**src/inc/pmrb_cfg.svh**
```systemverilog
// Register indices, field positions, reset values and timing for the bank
`ifndef PMRB_CFG_SVH
`define PMRB_CFG_SVH
`define PMRB_IDX_CTRL      5'h00
`define PMRB_IDX_STAT      5'h01
`define PMRB_IDX_IDH       5'h02
`define PMRB_IDX_IDL       5'h03
`define PMRB_IDX_ADV       5'h04
`define PMRB_IDX_LPA       5'h05
`define PMRB_IDX_EXP       5'h06
`define PMRB_IDX_MODE      5'h11
`define PMRB_IDX_SPMODE    5'h12
`define PMRB_IDX_SYMERR    5'h1A
`define PMRB_IDX_CSIND     5'h1B
`define PMRB_IDX_ISRC      5'h1D
`define PMRB_IDX_IMASK     5'h1E
`define PMRB_IDX_SPCS      5'h1F
`define PMRB_CTRL_RST_BIT  15
`define PMRB_CTRL_RAN_BIT  9
`define PMRB_CTRL_WMASK    16'hFF00
`define PMRB_CTRL_RESET    16'h3100
`define PMRB_STAT_FIXED    16'h7809
`define PMRB_STAT_RF_BIT   4
`define PMRB_STAT_LINK_BIT 2
`define PMRB_STAT_JAB_BIT  1
`define PMRB_IDH_RESET     16'h0007
`define PMRB_IDL_RESET     16'hC0F0
`define PMRB_ADV_RESET     16'h01E1
`define PMRB_ADV_WMASK     16'h2DFF
`define PMRB_MODE_RESET    16'h0002
`define PMRB_MODE_WMASK    16'h2242
`define PMRB_SPMODE_RESET  16'h40E0
`define PMRB_SPMODE_WMASK  16'h40FF
`define PMRB_CSIND_RESET   16'h0000
`define PMRB_CSIND_WMASK   16'hA810
`define PMRB_IMASK_WMASK   16'h00FE
`define PMRB_SPCS_RESET    16'h0040
`define PMRB_SPCS_WMASK    16'h0040
`define PMRB_AN_TIME_NS    2000
`define PMRB_AN_CYCLES     (`PMRB_AN_TIME_NS / 40)
`define PMRB_RST_TIME_NS   400
`define PMRB_RST_CYCLES    (`PMRB_RST_TIME_NS / 40)
`endif

```
**src/inc/pmrb_pkg.sv**
```systemverilog
// Types shared by the management register bank
package pmrb_pkg;
   typedef struct packed {
      logic        wr;
      logic        rd;
      logic [4:0]  idx;
      logic [15:0] wdata;
   } pmrb_req_t;
   typedef struct packed {
      logic remote_fault;
      logic link_up;
      logic jabber;
      logic an_done;
      logic sym_err;
      logic [15:0] partner_ability;
      logic [7:0]  irq_events;
   } pmrb_stat_t;
   typedef enum logic [1:0] {
      PMRB_S_IDLE,
      PMRB_S_SOFTRST,
      PMRB_S_ANRST
   } pmrb_state_t;
endpackage : pmrb_pkg

```
**src/rtl/pmrb_latch.sv**
```systemverilog
// One read-only status bit that latches high or low until the register is read
`timescale 1ns/1ns
`default_nettype none
module pmrb_latch #(
   parameter bit LATCH_HIGH = 1'b1
) (
   // Clock and reset
   input  wire logic clk,
   input  wire logic rst_n,
   input  wire logic soft_rst,
   // Condition and read strobe
   input  wire logic cond,
   input  wire logic rd_stb,
   output logic      bit_q
);
   logic armed_q;
   logic armed_d;
   // Latched value stays until its register is read, then follows cond
   wire held    = LATCH_HIGH ? (armed_q | cond) : (armed_q ? 1'b0 : cond);
   wire trigger = LATCH_HIGH ? cond : ~cond;
   assign bit_q = held;
   // Set wins over the read release so an event in the read cycle survives
   assign armed_d = trigger ? 1'b1 : (rd_stb ? 1'b0 : armed_q);
   always_ff @(posedge clk or negedge rst_n) begin
      if (!rst_n) begin
         armed_q <= LATCH_HIGH ? 1'b0 : 1'b1;
      end else if (soft_rst) begin
         armed_q <= LATCH_HIGH ? 1'b0 : 1'b1;
      end else begin
         armed_q <= armed_d;   // see RL9 see RL10
      end
   end
endmodule : pmrb_latch
`default_nettype wire

```
**src/rtl/pmrb_sync.sv**
```systemverilog
// Two-flop synchroniser for a bundle of status levels
`timescale 1ns/1ns
`default_nettype none
module pmrb_sync #(
   parameter int W = 1
) (
   // Clock and reset
   input  wire logic         clk,
   input  wire logic         rst_n,
   // Asynchronous levels in, synchronised copies out
   input  wire logic [W-1:0] d,
   output logic [W-1:0]      q
);
   logic [W-1:0] meta_q;
   // First stage feeds only the second stage
   always_ff @(posedge clk or negedge rst_n) begin
      if (!rst_n) begin
         meta_q <= '0;
         q      <= '0;
      end else begin
         meta_q <= d;
         q      <= meta_q;
      end
   end
endmodule : pmrb_sync
`default_nettype wire

```
**src/rtl/pmrb_bank.sv**
```systemverilog
// Management register bank of a 10/100 transceiver
`timescale 1ns/1ns
`default_nettype none
`include "pmrb_cfg.svh"
// Summary of operation
// RL1: Clause 22 registers selected by decimal index
// RL2: Read-only bits ignore writes, reads current
// RL3: Host ignores data read from write-only bits
// RL4: Write one clears bit, zero keeps
// RL5: Any write to bit clears it
// RL6: Read returns contents then clears; writes ignored
// RL7: Written one clears itself; zero ignored
// RL8: Cleared bit sets itself; one ignored
// RL9: Latched-high holds until read, then follows
// RL10: Latched-low holds zero until register read
// RL11: Kept bits survive soft reset, others default
// RL12: Host writes reserved zero, ignores reads
// RL13: Read-write bits store and read back
// RL14: Advertise, partner, expansion at 4, 5, 6
// RL15: Symbol error counter at index 26
// RL16: Control and status indication at 27
// RL17: Special control and status at 31
// RL18: Main control is 16-bit at index 0
// RL19: Unmapped indices read zero, ignore writes
module pmrb_bank (
   // Clock and reset
   input  wire logic               clk,
   input  wire logic               reset_n,
   // Management access from the serial port decoder
   input  wire pmrb_pkg::pmrb_req_t req,
   output logic [15:0]             rdata_q,
   output logic                    rvalid_q,
   // Line-side status, asynchronous to clk
   input  wire pmrb_pkg::pmrb_stat_t line_stat,
   // Control outputs to the transceiver core
   output logic [15:0]             ctrl_q,
   output logic [15:0]             mode_q,
   output logic [15:0]             spmode_q,
   output logic [15:0]             csind_q,
   output logic [15:0]             imask_q,
   output logic [15:0]             spcs_q,
   output logic [15:0]             adv_q,
   output logic                    irq_n
);
   localparam int SW = 29;
   logic rst_a_q;
   logic rst_b_q;
   logic rst_n;
   logic [SW-1:0] st_sync;
   pmrb_pkg::pmrb_stat_t st;
   pmrb_pkg::pmrb_state_t state_q;
   pmrb_pkg::pmrb_state_t state_d;
   logic [7:0]  cnt_q;
   logic [7:0]  cnt_d;
   logic [15:0] idh_q;
   logic [15:0] idl_q;
   logic [15:0] lpa_q;
   logic [15:0] symerr_q;
   logic [15:0] symerr_d;
   logic [7:0]  isrc_q;
   logic [7:0]  isrc_d;
   logic        pdf_q;
   logic        rf_bit;
   logic        link_bit;
   logic        jab_bit;
   logic [15:0] rdata_d;

   // Reset release through two flops, assertion stays asynchronous
   always_ff @(posedge clk or negedge reset_n) begin
      if (!reset_n) begin
         rst_a_q <= 1'b0;
         rst_b_q <= 1'b0;
      end else begin
         rst_a_q <= 1'b1;
         rst_b_q <= rst_a_q;
      end
   end
   assign rst_n = rst_b_q;

   // Line status crosses in through two flops before anything reads it
   pmrb_sync #(.W(SW)) u_sync (
      .clk   (clk),
      .rst_n (rst_n),
      .d     (line_stat),
      .q     (st_sync)
   );
   assign st = pmrb_pkg::pmrb_stat_t'(st_sync);

   // Access decode
   wire wr = req.wr;
   wire rd = req.rd;
   wire [4:0] ix = req.idx;
   wire [15:0] wd = req.wdata;
   wire hit_ctrl   = (ix == `PMRB_IDX_CTRL);    // see RL18
   wire hit_stat   = (ix == `PMRB_IDX_STAT);
   wire hit_idh    = (ix == `PMRB_IDX_IDH);
   wire hit_idl    = (ix == `PMRB_IDX_IDL);
   wire hit_adv    = (ix == `PMRB_IDX_ADV);     // see RL14
   wire hit_lpa    = (ix == `PMRB_IDX_LPA);     // see RL14
   wire hit_exp    = (ix == `PMRB_IDX_EXP);     // see RL14
   wire hit_mode   = (ix == `PMRB_IDX_MODE);
   wire hit_spmode = (ix == `PMRB_IDX_SPMODE);
   wire hit_symerr = (ix == `PMRB_IDX_SYMERR);  // see RL15
   wire hit_csind  = (ix == `PMRB_IDX_CSIND);   // see RL16
   wire hit_isrc   = (ix == `PMRB_IDX_ISRC);
   wire hit_imask  = (ix == `PMRB_IDX_IMASK);
   wire hit_spcs   = (ix == `PMRB_IDX_SPCS);    // see RL17
   wire soft_rst   = (state_q == pmrb_pkg::PMRB_S_SOFTRST);
   wire rd_stat    = rd & hit_stat;
   wire rd_exp     = rd & hit_exp;

   // Self-clearing control bits: sequencer holds them until done
   wire go_rst = wr & hit_ctrl & wd[`PMRB_CTRL_RST_BIT];
   wire go_an  = wr & hit_ctrl & wd[`PMRB_CTRL_RAN_BIT];
   always_comb begin
      state_d = state_q;
      cnt_d   = cnt_q;
      case (state_q)
         pmrb_pkg::PMRB_S_IDLE: begin
            if (go_rst) begin
               state_d = pmrb_pkg::PMRB_S_SOFTRST;
               cnt_d   = 8'(`PMRB_RST_CYCLES - 1);
            end else if (go_an) begin
               state_d = pmrb_pkg::PMRB_S_ANRST;
               cnt_d   = 8'(`PMRB_AN_CYCLES - 1);
            end
         end
         pmrb_pkg::PMRB_S_SOFTRST, pmrb_pkg::PMRB_S_ANRST: begin
            if (cnt_q == 8'h00) begin
               state_d = pmrb_pkg::PMRB_S_IDLE;   // see RL7
            end else begin
               cnt_d = cnt_q - 8'h01;
            end
         end
         default: state_d = pmrb_pkg::PMRB_S_IDLE;
      endcase
   end
   always_ff @(posedge clk or negedge rst_n) begin
      if (!rst_n) begin
         state_q <= pmrb_pkg::PMRB_S_IDLE;
         cnt_q   <= 8'h00;
      end else begin
         state_q <= state_d;
         cnt_q   <= cnt_d;
      end
   end

   // Ordinary read-write storage; writes during soft reset are dropped
   wire wr_ok = wr & ~soft_rst;
   function automatic logic [15:0] rw_merge(input logic [15:0] old,
                                            input logic [15:0] nw,
                                            input logic [15:0] m);
      rw_merge = (old & ~m) | (nw & m);
   endfunction
   wire [15:0] ctrl_store = {1'b0, ctrl_q[14:10], 1'b0, ctrl_q[8:0]};
   // Main control: self-clearing bits follow the sequencer's next state, but soft reset holds bit 15 set through its last cycle
   always_ff @(posedge clk or negedge rst_n) begin
      if (!rst_n) begin
         ctrl_q <= `PMRB_CTRL_RESET;
      end else if (soft_rst) begin
         ctrl_q <= `PMRB_CTRL_RESET | 16'h8000;   // see RL11
      end else begin
         ctrl_q <= {state_d == pmrb_pkg::PMRB_S_SOFTRST, ctrl_store[14:10],
                    state_d == pmrb_pkg::PMRB_S_ANRST, ctrl_store[8:0]};
         if (wr_ok & hit_ctrl) begin
            ctrl_q[14:10] <= wd[14:10];   // see RL13
            ctrl_q[8]     <= wd[8];
         end
      end
   end

   // Other read-write registers fall back to defaults on soft reset
   always_ff @(posedge clk or negedge rst_n) begin
      if (!rst_n) begin
         adv_q   <= `PMRB_ADV_RESET;
         mode_q  <= `PMRB_MODE_RESET;
         csind_q <= `PMRB_CSIND_RESET;
         imask_q <= 16'h0000;
      end else if (soft_rst) begin
         adv_q   <= `PMRB_ADV_RESET;   // see RL11
         mode_q  <= `PMRB_MODE_RESET;
         csind_q <= `PMRB_CSIND_RESET;
         imask_q <= 16'h0000;
      end else begin
         if (wr_ok & hit_adv) begin
            adv_q <= rw_merge(adv_q, wd, `PMRB_ADV_WMASK);
         end
         if (wr_ok & hit_mode) begin
            mode_q <= rw_merge(mode_q, wd, `PMRB_MODE_WMASK);
         end
         if (wr_ok & hit_csind) begin
            csind_q <= rw_merge(csind_q, wd, `PMRB_CSIND_WMASK);
         end
         if (wr_ok & hit_imask) begin
            imask_q <= rw_merge(imask_q, wd, `PMRB_IMASK_WMASK);
         end
      end
   end

   // Identifier words are kept on soft reset; only a hard reset loads them
   always_ff @(posedge clk or negedge rst_n) begin
      if (!rst_n) begin
         idh_q <= `PMRB_IDH_RESET;
         idl_q <= `PMRB_IDL_RESET;
      end else begin
         if (wr_ok & hit_idh) begin
            idh_q <= wd;   // see RL13
         end
         if (wr_ok & hit_idl) begin
            idl_q <= wd;
         end
      end
   end

   // Kept-on-soft-reset registers: only the hard reset touches them
   always_ff @(posedge clk or negedge rst_n) begin
      if (!rst_n) begin
         spmode_q <= `PMRB_SPMODE_RESET;
         spcs_q   <= `PMRB_SPCS_RESET;
      end else begin
         if (wr_ok & hit_spmode) begin
            spmode_q <= rw_merge(spmode_q, wd, `PMRB_SPMODE_WMASK); // see RL11
         end
         if (wr_ok & hit_spcs) begin
            spcs_q <= rw_merge(spcs_q, wd, `PMRB_SPCS_WMASK);
         end
      end
   end

   // Partner ability is read-only: sampled from the line, never written
   always_ff @(posedge clk or negedge rst_n) begin
      if (!rst_n) begin
         lpa_q <= 16'h0000;
      end else begin
         lpa_q <= soft_rst ? 16'h0000 : st.partner_ability;   // see RL2
      end
   end

   // Expansion page-received flag: set by negotiation done, cleared by reading
   wire pdf_d = st.an_done ? 1'b1 : (rd_exp ? 1'b0 : pdf_q);
   always_ff @(posedge clk or negedge rst_n) begin
      if (!rst_n) begin
         pdf_q <= 1'b0;
      end else begin
         pdf_q <= soft_rst ? 1'b0 : pdf_d;   // see RL9
      end
   end

   // Symbol errors count up, the read returns the count then clears it
   always_comb begin
      symerr_d = symerr_q;
      if (rd & hit_symerr) begin
         symerr_d = 16'h0000;   // see RL6
      end
      if (st.sym_err && (symerr_d != 16'hFFFF)) begin
         symerr_d = symerr_d + 16'h0001;   // Event beats the clear
      end
   end
   always_ff @(posedge clk or negedge rst_n) begin
      if (!rst_n) begin
         symerr_q <= 16'h0000;
      end else begin
         symerr_q <= soft_rst ? 16'h0000 : symerr_d;
      end
   end

   // No bit of this map is write-one-clear, write-anything-clear or
   // self-setting, so those attributes have no storage of their own
   // see RL4 see RL5 see RL8
   // Event source bits are read-to-clear; new events win over the clear
   genvar g;
   generate
      for (g = 0; g < 8; g++) begin : g_isrc
         assign isrc_d[g] = st.irq_events[g] |
                            (isrc_q[g] & ~(rd & hit_isrc));   // see RL6
      end
   endgenerate
   always_ff @(posedge clk or negedge rst_n) begin
      if (!rst_n) begin
         isrc_q <= 8'h00;
      end else begin
         isrc_q <= soft_rst ? 8'h00 : isrc_d;
      end
   end
   assign irq_n = ~|(isrc_q & imask_q[7:0]);

   // Latched status bits of the main status register
   pmrb_latch #(.LATCH_HIGH(1'b1)) u_rf (
      .clk      (clk),
      .rst_n    (rst_n),
      .soft_rst (soft_rst),
      .cond     (st.remote_fault),
      .rd_stb   (rd_stat),
      .bit_q    (rf_bit)
   );
   pmrb_latch #(.LATCH_HIGH(1'b0)) u_link (
      .clk      (clk),
      .rst_n    (rst_n),
      .soft_rst (soft_rst),
      .cond     (st.link_up),
      .rd_stb   (rd_stat),
      .bit_q    (link_bit)
   );
   pmrb_latch #(.LATCH_HIGH(1'b1)) u_jab (
      .clk      (clk),
      .rst_n    (rst_n),
      .soft_rst (soft_rst),
      .cond     (st.jabber),
      .rd_stb   (rd_stat),
      .bit_q    (jab_bit)
   );
   wire [15:0] stat_word = `PMRB_STAT_FIXED |
                           {10'h000, st.an_done, rf_bit, 1'b0,
                            link_bit, jab_bit, 1'b0};

   // Read mux by index; unmapped indices read zero
   always_comb begin
      case (ix)   // see RL1
         `PMRB_IDX_CTRL:   rdata_d = ctrl_q;
         `PMRB_IDX_STAT:   rdata_d = stat_word;
         `PMRB_IDX_IDH:    rdata_d = idh_q;
         `PMRB_IDX_IDL:    rdata_d = idl_q;
         `PMRB_IDX_ADV:    rdata_d = adv_q;
         `PMRB_IDX_LPA:    rdata_d = lpa_q;
         `PMRB_IDX_EXP:    rdata_d = {14'h0000, pdf_q, 1'b0};
         `PMRB_IDX_MODE:   rdata_d = mode_q;
         `PMRB_IDX_SPMODE: rdata_d = spmode_q;
         `PMRB_IDX_SYMERR: rdata_d = symerr_q;
         `PMRB_IDX_CSIND:  rdata_d = csind_q;
         `PMRB_IDX_ISRC:   rdata_d = {8'h00, isrc_q};
         `PMRB_IDX_IMASK:  rdata_d = imask_q;
         `PMRB_IDX_SPCS:   rdata_d = spcs_q;
         default:          rdata_d = 16'h0000;   // see RL19
      endcase
   end
   always_ff @(posedge clk or negedge rst_n) begin
      if (!rst_n) begin
         rdata_q  <= 16'h0000;
         rvalid_q <= 1'b0;
      end else begin
         rdata_q  <= rd ? rdata_d : rdata_q;
         rvalid_q <= rd;
      end
   end
endmodule : pmrb_bank
`default_nettype wire

```
**config.mk**
```make
export PLATFORM = sky130hd
export DESIGN_NAME = pmrb_bank
export DESIGN_NICKNAME = d
export VERILOG_FILES = /design/src/inc/pmrb_pkg.sv /design/src/rtl/pmrb_latch.sv /design/src/rtl/pmrb_sync.sv /design/src/rtl/pmrb_bank.sv
export VERILOG_INCLUDE_DIRS = /design/src /design/src/inc
export SDC_FILE = /design/constraint.sdc
export NUM_CORES = 1
export LEC_CHECK = 0
export ABC_AREA = 1
export BUFFER_PORTS_ARGS = -buffer_cell sky130_fd_sc_hd__buf_2
export CORE_ASPECT_RATIO = 1.75
export CORE_MARGIN = 2
export CORE_UTILIZATION = 57
export CTS_BUF_LIST = sky130_fd_sc_hd__clkbuf_8
export DETAILED_ROUTE_END_ITERATION = 8
export PLACE_DENSITY_LB_ADDON = 0.05
export SETUP_SLACK_MARGIN = 0.15
export SLEW_MARGIN = 15
export SYNTH_ARGS = -nofsm -noshare
export SYNTH_HDL_FRONTEND = slang
export SYNTH_SLANG_ARGS = --single-unit
export TNS_END_PERCENT = 30
```
**constraint.sdc**
```tcl
create_clock -name clk -period 7.8 [get_ports clk]
set_clock_uncertainty 0.1 [all_clocks]
set_input_delay 0.39 -clock clk [delete_from_list [all_inputs] [get_ports clk]]
set_output_delay 0.39 -clock clk [all_outputs]
set_load 0.02 [all_outputs]
```
==> results of run 1 <==
==> state kept, by name, summed over array words and instances, names as in the netlist, 8 cells and up <==
register,flops
adv_q,12
cnt_q,8
ctrl_q,8
idh_q,16
idl_q,16
isrc_q,8
lpa_q,16
rdata_q,16
spmode_q,9
symerr_q,16
u_sync.meta_q,29
u_sync.q,29
==> synthesized netlist by cell type, types with 3 or more instances <==
cell and number:
buf_4 67, clkinv_1 3, buf_2 6, a21oi_1 44, clkbuf_1 11, xor2_1 6, nor2_2 7, a211oi_1 5
nand4_1 11, nor2_4 6, buf_1 3, buf_6 4, a22oi_1 5, o22ai_1 18, nand3b_1 3, o21ai_2 3
ha_1 5, dfrtp_1 184, nor2_1 97, nand3_1 33, a22o_1 5, nand2_2 7, inv_1 119, nor3_1 8
nand3_2 3, nand2_1 246, o21ai_0 82, dfstp_2 24
==> power by group through the flow <==
stage          logic (µW)  clock network (µW)  registers, µW
2_1_floorplan         456                   0           1460
3_5_place_dp          667                   0           1440
4_1_cts               680                 909           1420
5_1_grt               766                 951           1440
6_report              684                 894           1420
3_3_place_gp          651                   0           1430
==> cell families (layout without fill, tap and decap cells) <==
family / Yosys count / count (layout) / share of synthesized area (%)
AO/OA/AOI/OAI: 171 / 171 / 10.49
XOR/XNOR: 7 / 7 / 0.6647
adder cells (fa/ha/maj): 5 / 5 / 0.6782
buffers and inverters: 215 / 329 / 11.88
flip-flops: 208 / 208 / 56.76
other: 2 / 68 / 0.08142
AND/OR/NAND/NOR: 423 / 423 / 19.45
==> placed cells by master (no fill, tap or decap), types with 3 or more instances in the layout <==
| cell type | synthesis | final |
|---|---|---|
| conb_1 | 2 | 68 |
| buf_2 | 6 | 116 |
| o21ai_2 | 3 | 3 |
| xor2_1 | 6 | 6 |
| dfstp_2 | 24 | 24 |
| nand3_2 | 3 | 3 |
| a22o_1 | 5 | 5 |
| a211oi_1 | 5 | 5 |
| inv_1 | 119 | 130 |
| clkbuf_8 | 0 | 40 |
| buf_4 | 67 | 4 |
| nor2_1 | 97 | 97 |
| nand3_1 | 33 | 33 |
| nand2_2 | 7 | 7 |
| clkinv_1 | 3 | 3 |
| o22ai_1 | 18 | 18 |
| nand2_1 | 246 | 246 |
| nand4_1 | 11 | 11 |
| dlygate4sd3_1 | 0 | 31 |
| nand3b_1 | 3 | 3 |
| a21oi_1 | 44 | 44 |
| nor3_1 | 8 | 8 |
| a22oi_1 | 5 | 5 |
| dfrtp_1 | 184 | 183 |
| o21ai_0 | 82 | 82 |
| ha_1 | 5 | 5 |
| nor2_4 | 6 | 6 |
| nor2_2 | 7 | 7 |
==> metal layers <==
metal / vias up / GRT usage (%) / share of wire, %
li1: 3476 / - / -
met1: 3465 / 33.89 / 37
met2: 334 / 50.54 / 51
met3: 73 / 3.800 / 6.5
met4: 0 / 14.35 / 5.2
met5: - / 0 / 0
==> worst paths after layout <==
| path | slack [ns] | to |
|---|---|---|
| worst min-delay path | 0.06 | rst_b_q |
| max in group asynchronous | 5.88 | rdata_q[1] |
| min in group clk | 0.07 | ctrl_q[8] |
| worst min register to register | 0.24 | u_sync.q[22] |
| worst max-delay path | 5.07 | adv_q[2] |
| worst max register to register | 5.07 | adv_q[2] |
==> stage by stage <==
stage | std cells | power [µW]
finish | 1400 | 2999
global route | 1400 | 3158
CTS | 1400 | 3008
detailed placement | 1315 | 2103
global placement | 1315 | 2083
floorplan | 1097 | 1920
==> worst register-to-register path: cells and delay by family, from the launching register on <==
family | cells | cell delay [ns]
buffers and inverters | 4 | 1.40
AND/OR/NAND/NOR | 2 | 0.46
flip-flops | 1 | 0.41
adder cells (fa/ha/maj) | 1 | 0.14
AO/OA/AOI/OAI | 1 | 0.08
==> final cells by class <==
class / count / area (µm²) / share of cell area, %
Clock buffer: 40 / 550.5 / 5.177
Clock inverter: 14 / 81.33 / 0.7648
Inverter: 124 / 465.4 / 4.377
Multi-Input combinational cell: 674 / 3141 / 29.53
Sequential cell: 208 / 5239 / 49.26
Tap cell: 189 / 236.5 / 2.224
Timing Repair Buffer: 151 / 920.9 / 8.660
==> qor.csv, run 1 <==
metric,value,unit
status,"complete, no violations",
seqPwrFrac,47.4,%
synth_edf_count,0,
fin_crit_sh,34.95,%
start_kind,flop,
post-place-ws,4.950,ns
p_leak,0.005580,µW
drt-total-wl,24.41,mm
combPwrFrac,22.8,%
ir_drop,0.0002107,V
ys_async_sr_fraction,100.0,%
finalInstanceArea,10630,µm²
setup_slack,5.074,ns
cts_resized,0,
gr-total-overflow,0,
yosysTopAreaCell,dfrtp_1,
min_path_type,input pin to asynchronous set/reset pin,
yosysUniqueCellTypes,40,
crit_family,buffers and inverters,
viasPerCell,5.249,
tns,0,ns
synth-seq-cells,208,
dp_hpwl,17.25,mm
io_buffers,116,
yosysTopAreaCellShare,49.92,%
max_freq,366.9,MHz
synth.area.top_cells,"dfrtp_1 50%, nand2_1 10%, dfstp_2 6.8%, buf_4 5.5%, inv_1 4.8%",
num_rows,61,
worstMarginPinSlew,1.056,ns
avgSynthCellArea,8.947,µm²
grt_pass1_vias,7109,
cts.sinks,208,
end_kind,flop,
rsz0062_at_grt,false,
diodes,0,
critPathSlowestCell,clkinv_1,
crit_chain,inv_1 -> ha_1 -> buf_4 -> clkinv_1 -> nand2_2 -> inv_1 -> nand2_1 -> o21ai_0,
core_area,15880,µm²
clkTransAtPathRegs,0.07,ns
cp_max_fo,37,
grt.total_usage,28.60,%
r2r_start,state_q[1],
fp.dieArea,17260,µm²
drc,0,
ys.flop_type,dfrtp_1,
postCtsSetupBuffers,0,
p_switching,1005,µW
p_int,1994,µW
synthesis.area,9224,µm²
max_slew_margin,29.46,%
placed_cell_area,9692,µm²
gp_congestion,0.9687,
cts_tree,built,
finalHoldViolCount,0,
cts_hold_repair.buffers,31,
utilization,66.98,%
fin_nets,1248,
die_h,172.3,µm
grt_pass1_wl,37.44,mm
powerDensity,282.0,nW/µm²
timing.critical_path.from,state_q[1],
initial_core_util,58.10,%
crit_top_cell,inv_1,
cts-root-buf,clkbuf_8,
drv_slew,0,
finalCriticalPeriod,2.726,ns
maxCapViolCount,0,
netlist_instances,1031,
ys_warn_count,0,
drt_pass1_iterations,5,
path_buf_inv,4,
wl_per_cell,17.43,µm
worstPathArrival,3.04,ns
setup_violations,0,
p_sw_share,33.52,%
crit_required,8.12,ns
yosysSeqAreaShare,56.76,%
antenna_found_initial,0,
h-tree-depth,1,
area_growth,15.29,%
reg2regPathDepth,8,
cp.depth,8,
hold_ws,0.05662,ns
critPathMaxStageDelay,0.72,ns
p_clk_share,29.8,%
via_count,7348,
cts_made_buffers,30,
cts.path.max_buffers,3,
path_class,flop to flop,
pin_count,184,
dieWidth,100.2,µm
final_layout_size_suffix_gt1_share,18.08,%
worstSkewPairLatency,0.56,ns
ant_nets,0,
n_fill_cell,1346,
drt-initial-drc-count,495,
grt_max_degree,79,
Note: power is estimated with default switching activity, not from simulation.
==> run 2: changes to the inputs <==
CORE_UTILIZATION = 52   (was 57)
clock period = 2.2 ns   (was 7.8 ns; I/O delays follow)
==> run 2 against run 1 <==
Compared with the run above: combinational power grew to 3.8 times the previous value; sequential power grew to 3.5 times the previous value; critical path depth grew 3; largest cell class unchanged; die area grew 9.3%; critical endpoint is now rdata_q[4]; sequential share of layout area shrank 2.7 points; utilization shrank 2.5 points; first-iteration DRC count shrank 21%; power grew to 3.5 times the previous value; clock-buffer cell count shrank 2; final cell count grew 7.2%; global-route usage shrank 2.2 points; highest routed layer unchanged; critical path type is now input pin to flop.
==> qor.csv, run 2 (synthesized netlist as in run 1, its figures left out) <==
metric,value,unit
min_path_type,input pin to flop,
cp_max_fo,4,
start_kind,input pin,
fin_nets,1306,
register_area,5239,µm²
final_layout_size_suffix_gt1_share,20.39,%
die_h,180.2,µm
worstMarginPinSlew,0.6474,ns
fp.dieArea,18860,µm²
crit_required,2.54,ns
path_class,input pin to flop,
worstSkewPairLatency,0.55,ns
max_freq,493.5,MHz
status,"complete, no violations",
worstHoldStart,req[16],
io_buffers,116,
rsz0062_at_grt,true,
dieWidth,104.7,µm
n_fill_cell,1586,
grt_max_degree,42,
gr-total-overflow,0,
end_kind,flop,
drt_pass1_iterations,5,
clkTransAtPathRegs,0.07,ns
cts-root-buf,clkbuf_8,
crit_chain,dlygate4sd3_1 -> buf_2 -> nand2_1 -> dlygate4sd3_1 -> inv_1 -> nand2_1 -> nor2_1 -> a211oi_1 -> nand3_1 -> nand2_1 -> nand2_1,
viasPerCell,4.999,
max_slew_margin,56.73,%
final_cell_mix,"246 x nand2_1, 183 x dfrtp_1, 129 x inv_1, 115 x buf_2, 96 x nor2_1",
pin_count,184,
drc,0,
num_rows,64,
maxCapViolCount,0,
grt.total_usage,26.38,%
diodes,0,
h-tree-depth,1,
critPathMaxStageDelay,0.56,ns
r2r_slack,0.26,ns
dp.cells,1386,
finalHoldViolCount,0,
cts.path.max_buffers,3,
antenna_found_initial,0,
top_regs,"u_sync.meta_q (29), u_sync.q (29)",
cts_made_buffers,30,
initial_core_util,52.84,%
wl_per_cell,16.52,µm
instances_no_fill,1501,
critPathSlowestCell,dlygate4sd3_1,
timing.critical_path.from,req[17],
cts_tree,built,
crit_top_cell,nand2_1,
setup_violations,0,
drt-initial-drc-count,393,
drv_slew,0,
ir_drop,0.0006019,V
dp_hpwl,18.00,mm
r2r_start,state_q[1],
powerDensity,943.3,nW/µm²
area_growth,21.98,%
drt-total-wl,24.80,mm
p_leak,0.005862,µW
gp_congestion,1.021,
ant_nets,0,
grt_pass1_wl,38.74,mm
worstPathArrival,2.37,ns
fin_crit_sh,92.10,%
via_count,7504,
finalCriticalPeriod,2.026,ns
layout_commonest_cell,nand2_1,
multi_input_area,3167,µm²
grt_pass1_vias,7348,
core_area,17460,µm²
cts.sinks,208,
power,10610,µW
-- run 2: metrics by stage --
step	instance area, µm²	hold slack, ns	TNS (ns)	worst slack, ns	util [%]
floorplan	9475	-0.2856	-0.6214	-0.003414	-
global placement	10040	-0.2032	0	0.1946	57.50
detailed placement	10040	-0.2027	0	0.1532	57.50
CTS	11170	0.001910	0	0.1523	63.98
global route	11250	0.04691	0	0.06892	64.45
finish	11250	0.02219	0	0.1737	64.45
-- run 2: worst max-delay path, delay by kind of cell --
kind            cells  cell delay, ns
buf+inv             4            1.32
simple gates        6            0.63
compound gates      1            0.32
-- run 2: final cells by class --
class / instances / area share, %
clock buffer: 38 / 4.649
multi-input combinational: 674 / 28.15
clock inverter: 17 / 0.6117
inverter: 124 / 4.137
timing repair buffer: 209 / 13.32
tap: 231 / 2.569
sequential: 208 / 46.56
-- run 2: final timing paths --
kind | to | cells past startpoint
worst max-delay path | rdata_q[4] | 11
worst min-delay path | pdf_q | 5
worst max register to register | spmode_q[5] | 6
worst min register to register | u_sync.q[15] | 0
max in group asynchronous | spmode_q[14] | 1
min in group asynchronous | u_sync.meta_q[22] | 0
-- run 2: metal layers --
metal	global-route usage, %	up-vias	wire [µm]
li1	-	3578	-
met1	30.79	3589	9309
met2	48.24	273	13090
met3	3.617	64	1417
met4	10.99	0	984
met5	0	-	0
-- run 2: what timing repair did --
item                                    4_1_cts  5_1_grt
resized for setup                             0       13
hold buffers                                 54        0
endpoints found under the setup margin        0       31
buffers inserted                              0        6
endpoints found under the hold margin       109        0
-- run 2: power by group --
group / total [µW] / internal (µW) / switching, µW
registers: 5030 / 4560 / 475
logic: 2630 / 916 / 1710
clock network: 2960 / 1540 / 1410
